`src/hw/hics_params.svh`:
```
// Constants for the host command query handler
// How it works
// The region-code read (command field 0x0007, no parameters) answers with status then one region byte.
// Every answer starts with a status byte, 0x00 for success and 0x01 to 0xFF for an error code.
// Region codes are 0x00 default band, 0x01 France, 0x02 Spain, 0x03 Japan, and 0x04 to 0xFF are reserved.
// The address read (command field 0x0009) answers with status then the 48-bit address in six bytes.
// Each finished command raises a command-complete event unless the host has masked it.
// The status group is selected by group field 0x05, which the host encodes and the device decodes.
// Only the controller changes status values, and host writes are refused except the tally reset.
// The tally read (command field 0x0001, one handle) answers with status, handle and that tally.
// A flush after the remote side stayed silent past the flush timeout adds one to that tally.
// The tally clears on a new connection, on an ack while it is non-zero, and on the reset command; an ack in the same cycle as a flush is ignored.
// A handle travels in two bytes with 12 meaningful bits, 0x000 to 0xEFF valid and 0xF00 up reserved.
// The host names only the handle of an asynchronous data connection in tally commands.
// The returned tally is two bytes holding the consecutive failed contacts of that connection.
// The tally reset (command field 0x0002) takes a handle and answers with status and the same handle.
// A tally saturates at its maximum, and an unknown or reserved handle gets a non-zero status.
`ifndef HICS_PARAMS_SVH
`define HICS_PARAMS_SVH
`define HICS_OGF_INFO        6'h04
`define HICS_OGF_STATUS      6'h05
`define HICS_OCF_REGION      10'h007
`define HICS_OCF_ADDR        10'h009
`define HICS_OCF_TALLY_RD    10'h001
`define HICS_OCF_TALLY_RST   10'h002
`define HICS_ST_OK           8'h00
`define HICS_ST_UNKNOWN_CMD  8'h01
`define HICS_ST_NO_CONN      8'h02
`define HICS_ST_BAD_PARAM    8'h12
`define HICS_HANDLE_MAX      12'hEFF
`define HICS_REGION_MAX      8'h03
`define HICS_REGION_RESET    8'h00
`endif

```
`src/hw/hics_pkg.sv`:
```
// Types for the host command query handler
package hics_pkg;
  typedef struct packed {
    logic [5:0]  group;
    logic [9:0]  command;
    logic [15:0] handle;
  } hics_cmd_t;
  typedef struct packed {
    logic [7:0]  status;
    logic [7:0]  nbytes;
    logic [15:0] opcode;
    logic [63:0] payload;
  } hics_rsp_t;
endpackage

```
`src/hw/hics_tally.sv`:
```
// Per-connection missed-contact tally store
`timescale 1ns/1ps
`include "hics_params.svh"
module hics_tally import hics_pkg::*; #(
  parameter int SLOTS = 4,
  parameter int TW    = 16
) (
  input  wire logic                     mclk,
  input  wire logic                     reset_n,
  input  wire logic [SLOTS-1:0]         open_evt,
  input  wire logic [SLOTS-1:0]         flush_evt,
  input  wire logic [SLOTS-1:0]         ack_evt,
  input  wire logic [SLOTS-1:0]         host_clr,
  output logic      [SLOTS-1:0][TW-1:0] tally
);
  genvar g;
  generate
    for (g = 0; g < SLOTS; g++) begin : gen_slot
      always_ff @(posedge mclk or negedge reset_n) begin
        if (!reset_n) begin
          tally[g] <= '0;
        end else if (open_evt[g] || host_clr[g]) begin
          tally[g] <= '0;
        end else if (flush_evt[g]) begin
          if (tally[g] != {TW{1'b1}}) begin
            tally[g] <= tally[g] + 1'b1;
          end
        end else if (ack_evt[g] && tally[g] != '0) begin
          tally[g] <= '0;
        end
      end
    end
  endgenerate
endmodule

```
`src/hw/hics_top.sv`:
```
// Command handler for region, address and missed-contact tally queries
`timescale 1ns/1ps
`include "hics_params.svh"
module hics_top import hics_pkg::*; #(
  parameter int          SLOTS = 4,
  parameter logic [47:0] DEV_ADDR = 48'h0000_0000_0001, // arbitrary value
  parameter logic [7:0]  REGION = `HICS_REGION_RESET
) (
  input  wire logic              mclk,
  input  wire logic              reset_n,
  input  wire logic              cmd_valid,
  input  wire hics_cmd_t         cmd,
  input  wire logic              complete_mask,
  input  wire logic [SLOTS-1:0]  conn_open,
  input  wire logic [SLOTS-1:0]  conn_active,
  input  wire logic [SLOTS-1:0][11:0] conn_handle,
  input  wire logic [SLOTS-1:0]  flush_timeout,
  input  wire logic [SLOTS-1:0]  pkt_acked,
  output logic                   rsp_valid,
  output hics_rsp_t              rsp,
  output logic                   complete_evt
);
  logic [SLOTS-1:0][15:0] tally;
  logic [SLOTS-1:0]       host_clr;
  logic [SLOTS-1:0]       next_host_clr;
  hics_rsp_t              next_rsp;
  logic                   hit;
  logic [15:0]            hit_tally;
  logic [15:0]            h16;

  hics_tally #(.SLOTS(SLOTS), .TW(16)) u_tally (
    .mclk      (mclk),
    .reset_n   (reset_n),
    .open_evt  (conn_open),
    .flush_evt (flush_timeout),
    .ack_evt   (pkt_acked),
    .host_clr  (host_clr),
    .tally     (tally)
  );

  // Handle lookup among open data connections
  always_comb begin
    hit = 1'b0;
    hit_tally = '0;
    next_host_clr = '0;
    for (int i = 0; i < SLOTS; i++) begin
      if (conn_active[i] && conn_handle[i] == cmd.handle[11:0]) begin
        hit = 1'b1;
        hit_tally = tally[i];
        // Reserved handles alias a slot in the low 12 bits, so they must not clear it
        next_host_clr[i] = cmd_valid && cmd.group == `HICS_OGF_STATUS
                           && cmd.command == `HICS_OCF_TALLY_RST
                           && cmd.handle <= {4'h0, `HICS_HANDLE_MAX};
      end
    end
  end

  always_comb begin
    h16 = {4'h0, cmd.handle[11:0]};
    next_rsp = '0;
    next_rsp.opcode = {cmd.group, cmd.command};
    next_rsp.status = `HICS_ST_UNKNOWN_CMD;
    next_rsp.nbytes = 8'h01;
    if (cmd.group == `HICS_OGF_INFO && cmd.command == `HICS_OCF_REGION) begin
      next_rsp.status = `HICS_ST_OK;
      next_rsp.nbytes = 8'h02;
      next_rsp.payload = {56'h0, REGION};
    end else if (cmd.group == `HICS_OGF_INFO && cmd.command == `HICS_OCF_ADDR) begin
      next_rsp.status = `HICS_ST_OK;
      next_rsp.nbytes = 8'h07;
      next_rsp.payload = {16'h0, DEV_ADDR};
    end else if (cmd.group == `HICS_OGF_STATUS &&
                 (cmd.command == `HICS_OCF_TALLY_RD || cmd.command == `HICS_OCF_TALLY_RST)) begin
      next_rsp.nbytes = 8'h03;
      next_rsp.payload = {48'h0, h16};
      if (cmd.handle > {4'h0, `HICS_HANDLE_MAX}) begin
        next_rsp.status = `HICS_ST_BAD_PARAM;
      end else if (!hit) begin
        next_rsp.status = `HICS_ST_NO_CONN;
      end else begin
        next_rsp.status = `HICS_ST_OK;
        if (cmd.command == `HICS_OCF_TALLY_RD) begin
          next_rsp.nbytes = 8'h05;
          next_rsp.payload = {32'h0, hit_tally, h16};
        end
      end
    end
  end

  always_ff @(posedge mclk or negedge reset_n) begin
    if (!reset_n) begin
      host_clr <= '0;
    end else begin
      host_clr <= next_host_clr;
    end
  end

  always_ff @(posedge mclk or negedge reset_n) begin
    if (!reset_n) begin
      rsp_valid <= 1'b0;
      rsp <= '0;
      complete_evt <= 1'b0;
    end else begin
      rsp_valid <= cmd_valid;
      complete_evt <= cmd_valid && !complete_mask;
      if (cmd_valid) begin
        rsp <= next_rsp;
      end
    end
  end
endmodule

```
`config.mk`:
```
export PLATFORM = sky130hd
export DESIGN_NAME = hics_top
export DESIGN_NICKNAME = d
export VERILOG_FILES = /design/src/hw/hics_pkg.sv /design/src/hw/hics_tally.sv /design/src/hw/hics_top.sv
export VERILOG_INCLUDE_DIRS = /design/src /design/src/hw
export SDC_FILE = /design/constraint.sdc
export NUM_CORES = 1
export LEC_CHECK = 0
export BUFFER_PORTS_ARGS = -buffer_cell sky130_fd_sc_hd__buf_2
export CAP_MARGIN = 40
export CORE_UTILIZATION = 30
export DETAILED_ROUTE_END_ITERATION = 12
export SLEW_MARGIN = 20
export SYNTH_ARGS = -nofsm -noshare
export SYNTH_HDL_FRONTEND = slang
export SYNTH_SLANG_ARGS = --single-unit
```
`constraint.sdc`:
```
create_clock -name mclk -period 3.4 [get_ports mclk]
set_input_delay 0.34 -clock mclk [delete_from_list [all_inputs] [get_ports mclk]]
set_output_delay 0.34 -clock mclk [all_outputs]
set_load 0.03 [all_outputs]
```
# After elaboration in Yosys (flattened, before gate mapping)
# Cells that the tools add are included.
[totals] register_bits=166 input_bits=100 out_inout_bits=98 word_cells=110
[classes] n_addsub=4 magnitude_cmp=2 eq_ne=18 mux=42 n_reduce_logical=33
[ops] operator="16-bit 2-to-1 mux" count=23
[ops] operator="32-bit 2-to-1 mux" count=6
[ops] operator="16-bit by 1-bit adder with 16-bit output, second input constant" count=4
[ops] operator="16-bit inequality test, second input constant" count=4
[ops] operator="16-bit nonzero test" count=4
[ops] operator="12-bit == test" count=4
[ops] operator="8-bit 2-to-1 mux" count=3
[ops] operator="16-bit by 12-bit greater-than comparator with 1-bit output, second input constant" count=1
[ops] operator="16-bit by 12-bit <= comparator with 1-bit output, second input constant" count=1
[ops] operator="1-bit logical AND" count=15
[ops] operator="6-bit by 3-bit == test with 1-bit output, second input constant" count=2
[ops] operator="3-bit by 1-bit inequality test with 1-bit output, second input constant" count=4
[ops] operator="3-bit nonzero test" count=4
[ops] operator="10-bit by 1-bit == test with 1-bit output, second input constant" count=1
[ops] operator="10-bit by 2-bit == test with 1-bit output, second input constant" count=1
[ops] operator="10-bit by 3-bit == test with 1-bit output, second input constant" count=1
[ops] operator="10-bit by 4-bit == test with 1-bit output, second input constant" count=1
[ops] operator="1-bit 2-to-1 mux" count=8
[ops] operator="2-bit AND reduction" count=4
[ops] operator="1-bit logical OR" count=5
[ops] operator="3-bit 2-to-1 mux" count=1
[ops] operator="2-bit 2-to-1 mux" count=1
[ops] operator="1-bit logical NOT" count=1

# Longest topological paths before layout
# Gate-level depths: netlist of run 1.
[logic_depth] word_depth=12 mapped_depth=9 mapped_depth_nobuf=8

# Hierarchy
# From an unflattened synthesis of run 1, not the netlist that was laid out.
[unflattened] hier_cells=930 area_unflattened_um2=8122.8
[by_module_without_submodules] module="hics_top" n_inst=1 cells_per_inst=477 area_per_inst_um2=4205.3 seq_area_each_um2=1401.3
[by_module_without_submodules] module="hics_tally" n_inst=1 cells_per_inst=453 area_per_inst_um2=3917.5 seq_area_each_um2=1601.5

# Worst setup path after synthesis of run 1
# Ideal clock, no wire load.
[synth_path] kind="reg-to-reg" from="register u_tally.tally[0] (netlist bit)" to="register u_tally.tally[7] (netlist bit)" setup_ns=0.095 arrival_ns=2.396 t_required_ns=3.305 slack_ns=0.909 path_stages_with_launch=9 n_path_buf=1 period_less_slack_ns=2.491 cell_sequence="dfrtp_1 ha_1 nand4_1 or3_4 or4_4 a2111oi_4 buf_6 o21ai_1 o31ai_1"
[synth_between] elab_chain_len=4 elab_cells_between_ends=10 cone_classes="add/sub: 1; eq/ne: 2; mux: 3; reduce/logical: 4"
[synth_lines] item="start, declared" line_no="hics_tally.sv:14" rtl="output logic [SLOTS-1:0][TW-1:0] tally"
[synth_lines] item="start signal, assigned by index" line_no="hics_tally.sv:26" rtl="tally[g] <= tally[g] + 1'b1;"
[synth_lines] item="16-bit by 1-bit adder with 16-bit output / 16-bit nonzero test (equally long branches)" line_no="hics_tally.sv:26, hics_tally.sv:28"
[synth_lines] item="16-bit 2-to-1 mux / 1-bit logical AND (equally long branches)" line_no="hics_tally.sv:25, hics_tally.sv:28"
[synth_lines] item="16-bit 2-to-1 mux / 3-bit nonzero test (equally long branches)"
[synth_lines] item="16-bit 2-to-1 mux / 2-bit AND reduction (equally long branches)"
# Parallel ways exist; a longest one is shown, timed or not. The select of a mux whose other input is x is not followed.
# A chain may end at the register's enable or synchronous reset.

# Worst setup path in the final report of run 1
[layout_path] from="register u_tally.tally[1] (netlist bit)" to="register u_tally.tally[3] (netlist bit)"
# The elaborated chain is that of the path after synthesis.

==> results of run 1 <==
==> metal layers <==
layer	global-route usage	up-vias	wire length [µm]
met5	0	-	0
met4	0.05108	0	274
met3	0.04700	19	1654
met2	0.2963	262	10830
met1	0.2310	3266	9857
li1	-	3311	-
==> layout make-up <==
class | count | area [µm²] | area share
clock inverter | 15 | 175.2 | 0.01911
clock buffer | 17 | 425.4 | 0.04640
timing repair buffer | 171 | 963.4 | 0.1051
tap | 324 | 405.4 | 0.04422
sequential | 120 | 3003 | 0.3276
inverter | 32 | 120.1 | 0.01310
multi-input combinational | 661 | 4075 | 0.4445
==> logic make-up after synthesis <==
family	synth area share
muxes	0.04505
buffers and inverters	0.08696
DFF	0.3975
AOI/OAI and AO/OA	0.1847
xor gates and xnor gates	0.06146
and+or+nand+nor	0.2105
other	0.0004965
adders and majority gates	0.01325
==> synth_stat cells (all sizes together), types with 3 or more instances <==
cell type and number:
a41oi 3, ha 8, nand3 30, a21o 3
nor4 17, xor2 14, mux2 16, nor3 14
inv 32, nand2 77, nor4b 5, a31oi 12
clkbuf 42, a21oi 26, and2 11, nor2 79
o31ai 13, a22o 16, nand4 39, and3 10
buf 52, or3 7, o2bb2ai 18, mux2i 16
o21ai 86, or2 3, nand2b 5, a2bb2oi 14
dfrtp 120, xnor2 39, o41ai 4, or4 9
==> flip-flops by register name, summed over array words and instances, names as in the netlist <==
signal	count
complete_evt	1
host_clr	4
rsp	50
rsp_valid	1
u_tally.tally	64
==> stage by stage <==
stage               hold WS, ps  std cells  total power, W
floorplan                 44.41        907        0.001856
global placement          456.8       1304        0.002005
detailed placement        457.6       1306        0.002012
CTS                       31.00       1339        0.003873
global route              28.55       1340        0.003981
finish                    47.26       1340        0.003838
==> worst paths after layout <==
kind	start	endpoint	slack (ps)	depth (start not counted)
worst max-delay path	u_tally.tally[1]	u_tally.tally[3]	570	8
worst min-delay path	complete_mask	complete_evt	50	2
worst max register to register	u_tally.tally[1]	u_tally.tally[3]	570	8
worst min register to register	rsp[81]	rsp[81]	480	1
min in group asynchronous	reset_n	rsp[80]	240	2
max in group asynchronous	reset_n	u_tally.tally[35]	2400	4
==> critical path: cells and delay by family, from the launching register on <==
kind	cells	cell delay, ps
AOI/OAI and AO/OA	3	730
adders and majority gates	1	250
buffers and inverters	1	270
DFF	1	440
and+or+nand+nor	3	1040
==> power by group through the flow <==
stage / clock network [W] / registers (W) / logic [W]
after global routing: 0.00194 / 0.00149 / 0.000551
final: 0.00185 / 0.00148 / 0.000508
after CTS: 0.00188 / 0.00148 / 0.000508
after global placement: 0 / 0.00151 / 0.000499
after detailed placement: 0 / 0.00151 / 0.000505
after floorplan: 0 / 0.00155 / 0.000306
==> what timing repair did <==
item                      4_1_cts  5_1_grt
buffers inserted                0        0
hold buffers                    1        0
hold endpoints to repair        2        0
==> metrics.cfg, run 1 <==
[status]
status=finished clean

[min_path]
hp-class=in -> reg

[worst_setup_path]
crit_chain=ha_1 > nand4_1 > or3_4 > or4_4 > a2111oi_4 > buf_4 > o21ai_0 > o31ai_1
cpMaxStageDelayCell=or4_4
required_ps=3730
criticalPathCategory=reg -> reg
slowest_delay_ps=570
cp_max_fo=11
end_kind=flop
startpoint_type=flop
arrival_ps=3160

[global_route]
overflow=0
grt.total_usage=0.1798
grt_max_degree=59
grt_pass1_vias=6635
grt_pass1_wl_um=36200
antenna_found_initial=0

[die]
io_pins=198
die_h_um=160.7
dieArea_mm2=0.02582
fp.dieW_um=160.7
num_rows=57
coreArea_mm2=0.02453
start_util=0.3079

[cells_and_area]
design_area_mm2=0.009168
finalCoreUtilization=0.3737
layout_common_cells=buf_2 (150), dfrtp_1 (120), nor2_1 (79), o21ai_0 (78), nand2_1 (77)
syn_to_final_growth_pct=21.37
layout_commonest_cell=buf_2
drive_gt1_frac=0.2303
fill_cells=2529
finalNetCount=1111
diodes=0

[cts]
clock-sinks=120
clockRootBuffer=clkbuf_16
cts.clk_slew.worst_paths_ps=60
cts_tree=yes
clk_latency_ps=430
clockBufferDepth=2
cts_buffers=17
cts_resized=0
cts.htree.levels=4

[logic_synthesis]
ys_warn_count=0
synth_area_per_cell_um2=8.763
syn-cell-area_mm2=0.007553
yosys_register_bits=120
async_flop_share=1.000
seq_area_frac_synth=0.3975
synth_top_area_frac=0.3975
synth.largest_area_cell=dfrtp_1
synth_flop_cell=dfrtp_1
synth_edf_count=0
syn_inst=862
synthDistinctLibCells=62
synth_area_leaders=dfrtp_1 (40%), o21ai_0 (5.2%), buf_4 (4.6%)

[pwr]
p_leak_nw=4.151
power_density_mw_per_mm2=418.7
sequentialPowerShare=0.386
power.internal_w=0.002682
p_sw_w=0.001156
clkPwrFrac=0.482
ir_drop_mv=0.2881
swShare=0.3012
p_comb_frac=0.132

[drt]
via_count=6858
routed_via_density=5.118
drtIter0Drc=370
drtAntennaViolNets=0
wl_per_cell_um=16.87
drt_wl_total_um=22610
drt-pass1-iter-count=5
drc=0

[placed_design]
hpwl_um=17470
io_buffers=151
place_congestion=0.8337
post-place-ws_ps=620.3
place_area_mm2=0.008529

[timing]
fin_crit_sh=0.8333
setup_viol=0
tns_ps=0
clock_skew_ps=9.978
finalHoldViolCount=0
max_clock_freq_mhz=353.0
slew_headroom=0.5191
period_needed_ps=2833
setup_slack_ps=566.7
worst_pin_slew_ps=712.1
grt_setup_unrepaired=no
maxSlewViolCount=0

[job]
maxCapViolations=0

Power figures use the tool's default switching activity.
==> inputs of run 2 (changes only) <==
- ABC_AREA: not set -> 1
- clock period: 3.4 -> 2.75 ns (I/O delays scaled with it)
==> run 2 against run 1 <==
Against the previous run: sequential cell count unchanged; first-iteration DRC count up 74%; combinational power up 35%; critical path depth up 2; clock-buffer cell count up 1; global-route usage up 2.0 points; sequential share of layout area down 3.6 points; largest cell class unchanged.
==> metrics.cfg, run 2 <==
[drt]
drtIter0Drc=643  ; +74%
drtAntennaViolNets=0  ; unchanged
routed_via_density=4.825  ; -5.7%
via_count=9091  ; +33%
drt-pass1-iter-count=5  ; unchanged
drt_wl_total_um=28900  ; +28%
wl_per_cell_um=15.34  ; -9.1%
drc=0  ; unchanged

[cells_and_area]
drive_gt1_frac=0.1567  ; -0.07361
multi_input_area_mm2=0.004730  ; +16%
syn_to_final_growth_pct=18.69
finalNetCount=1601  ; +44%
largest_register=u_tally.tally
fill_cells=3094  ; +22%
finalCoreUtilization=0.3667  ; -0.006960
diodes=0  ; unchanged
layout_common_cells=nand2_1 (413), nor2_1 (167), buf_2 (150), inv_1 (144), dfrtp_1 (120)
largest_reg_flops=64  ; unchanged
reg.largest.list=u_tally.tally (64), rsp (50), host_clr (4)
regArea_mm2=0.003003  ; unchanged
layout_commonest_cell=nand2_1

[worst_setup_path]
criticalPathCategory=reg -> reg
cpMaxStageDelayCell=dfrtp_1
crit_chain=ha_1 > nand2_1 > nor2_1 > nand4_1 > nor2_1 > inv_1 > nand2_1 > nand2_1 > nand2_1 > o21ai_0
cp_common_cell=nand2_1
startpoint_type=flop
r2r-end=u_tally.tally[25]
end_kind=flop
slowest_delay_ps=390  ; -180 ps
cp_max_fo=21  ; +10
rr_worst_depth=10  ; +2
arrival_ps=2470  ; -690 ps
required_ps=3040  ; -690 ps
crit-reg2reg-launch=u_tally.tally[16]
r2r_slack_ps=570  ; about the same

[cts]
cts_tree=yes
cts_resized=0  ; unchanged
clk_latency_ps=430  ; about the same
clockBufferDepth=2  ; unchanged
clockRootBuffer=clkbuf_16
cts_buffers=17  ; unchanged
cts.htree.levels=4  ; unchanged
cts_setup_buffers=0  ; unchanged
clock-sinks=120  ; unchanged
cts.clk_slew.worst_paths_ps=60  ; about the same

[timing]
period_needed_ps=2182  ; -651.4 ps
tns_ps=0  ; unchanged
fin_crit_sh=0.7934  ; -0.03990
slew_headroom=0.5971  ; +0.07808
setup_viol=0  ; unchanged
max_clock_freq_mhz=458.3  ; +30%
clock_skew_ps=10.68  ; +0.7008 ps
worst_pin_slew_ps=602.8  ; -109.3 ps
finalHoldViolCount=0  ; unchanged
grt_setup_unrepaired=no
maxSlewViolCount=0  ; unchanged

[pwr]
swShare=0.3088  ; +0.007637
sequentialPowerShare=0.388  ; +0.002
clkPwrFrac=0.466  ; -0.016
p_sw_w=0.001454  ; +26%
p_leak_nw=5.255  ; +27%
total_power_w=0.004708  ; +23%
p_comb_frac=0.146  ; +0.014
power_density_mw_per_mm2=457.1  ; +9.2%
power.internal_w=0.003254  ; +21%
ir_drop_mv=0.3910  ; +36%

[min_path]
hp-class=in -> reg
hold-path-endpoint=rsp[71]
hp-start=cmd[23]
whs_path_depth=3  ; +1

[die]
dieArea_mm2=0.02961  ; +15%
io_pins=198  ; unchanged
start_util=0.3090  ; +0.001096
die_h_um=172.1  ; +7.1%
num_rows=61  ; +7.0%
fp.dieW_um=172.1  ; +7.1%
coreArea_mm2=0.02809  ; +14%

[logic_synthesis]
synth_flop_cell=dfrtp_1
synthTopCellsByCount=nand2_1 (413), nor2_1 (167), inv_1 (145)
syn-cell-area_mm2=0.008678  ; +15%
synth_area_per_cell_um2=6.467  ; -26%
seq_area_frac_synth=0.3460  ; -0.05153
syn_inst=1342  ; +56%
synth_edf_count=0  ; unchanged
synth.largest_area_cell=dfrtp_1
synthDistinctLibCells=42  ; -32%
yosysMostFrequentCell=nand2_1
synth_top_area_frac=0.3460  ; -0.05153
yosys_register_bits=120  ; unchanged
synth_area_leaders=dfrtp_1 (35%), nand2_1 (18%), nor2_1 (7.2%)
async_flop_share=1.000  ; unchanged
ys_warn_count=0  ; unchanged

[global_route]
grt_max_degree=56  ; -5.1%
grt_pass1_vias=8601  ; +30%
grt.total_usage=0.2001  ; +0.02036
antenna_found_initial=0  ; unchanged
overflow=0  ; unchanged
grt_pass1_wl_um=45570  ; +26%

[placed_design]
io_buffers=151  ; unchanged
place_congestion=0.9580  ; +15%
hpwl_um=22550  ; +29%

[status]
status=finished clean

[job]
maxCapViolations=0  ; unchanged

-- run 2: cell count changes after synthesis, moves of 18 or more --
cell	delta
nand2_1	+336
inv_1	+113
nor2_1	+88
xnor2_1	-37
nand3_1	+35
o21ai_1	+35
nor3_1	+23
clkbuf_1	-20
a21oi_1	-18
nand4_1	+18
o2bb2ai_1	-18
-- run 2: kinds of logic after synthesis --
logic type / count (synthesis) / share of synthesized area
XOR/XNOR: 30 / 0.03028
AND/OR/NAND/NOR: 790 / 0.3909
other: 1 / 0.0004321
buffers and inverters: 243 / 0.1285
AO/OA/AOI/OAI: 150 / 0.09242
adder cells (fa/ha/maj): 8 / 0.01153
flip-flops: 120 / 0.3460
-- run 2: routing by layer --
metal / vias up / global-route usage / part of all wire
met4: 0 / 0.05771 / 0.017
met5: - / 0 / 0
met1: 4178 / 0.2534 / 0.44
met2: 340 / 0.3426 / 0.47
met3: 38 / 0.03983 / 0.067
li1: 4535 / - / -
-- run 2: critical path: cells and delay by family, from the launching register on --
family | cells | cell delay [ps]
AND/OR/NAND/NOR | 7 | 1280
flip-flops | 1 | 390
buffers and inverters | 1 | 60
AO/OA/AOI/OAI | 1 | 90
adder cells (fa/ha/maj) | 1 | 210
-- run 2: layout make-up --
type,instances,share of cell area
repair buffers,167,0.08892
multi-input cells,1024,0.4592
inverters,163,0.05940
clock buffers,18,0.04167
flip-flops and latches,120,0.2915
well taps,378,0.04592
clock inverters,14,0.01336
-- run 2: worst max-delay path by stage --
| stage | start | end | slack, ps | cells past startpoint |
|---|---|---|---|---|
| 6_report | u_tally.tally[16] | u_tally.tally[25] | 570 | 10 |
| 5_1_grt | u_tally.tally[16] | u_tally.tally[27] | 300 | 9 |
| 4_1_cts | u_tally.tally[16] | u_tally.tally[25] | 570 | 10 |
| 3_5_place_dp | cmd[11] | rsp[29] | 450 | 9 |
| 3_3_place_gp | cmd[11] | rsp[30] | 490 | 9 |
| 2_1_floorplan | u_tally.tally[0] | u_tally.tally[9] | 1010 | 13 |
-- run 2: power groups by stage --
| stage | clock [W] | combinational (W) | sequential, W |
|---|---|---|---|
| after floorplan | 0 | 0.000407 | 0.00191 |
| after global placement | 0 | 0.000681 | 0.00186 |
| after detailed placement | 0 | 0.000679 | 0.00186 |
| after CTS | 0.00225 | 0.000683 | 0.00182 |
| after global routing | 0.00231 | 0.000767 | 0.00183 |
| final | 0.00220 | 0.000688 | 0.00182 |
-- run 2: per-stage QoR --
| step | hold WS, ps | cells | setup slack (ps) | instance area (µm²) |
|---|---|---|---|---|
| CTS | 52.03 | 1883 | 571.3 | 10270 |
| global route | 55.31 | 1884 | 300.7 | 10300 |
| floorplan | -20.59 | 1387 | 1011 | 8847 |
| global placement | 382.8 | 1849 | 491.4 | 9686 |
| detailed placement | 384.6 | 1849 | 445.7 | 9686 |
| finish | 64.88 | 1884 | 568.1 | 10300 |
-- run 2: repair_timing --
item,4_1_cts,5_1_grt
hold buffers,2,0
setup endpoints to repair,0,0
endpoints found under the hold margin,53,0
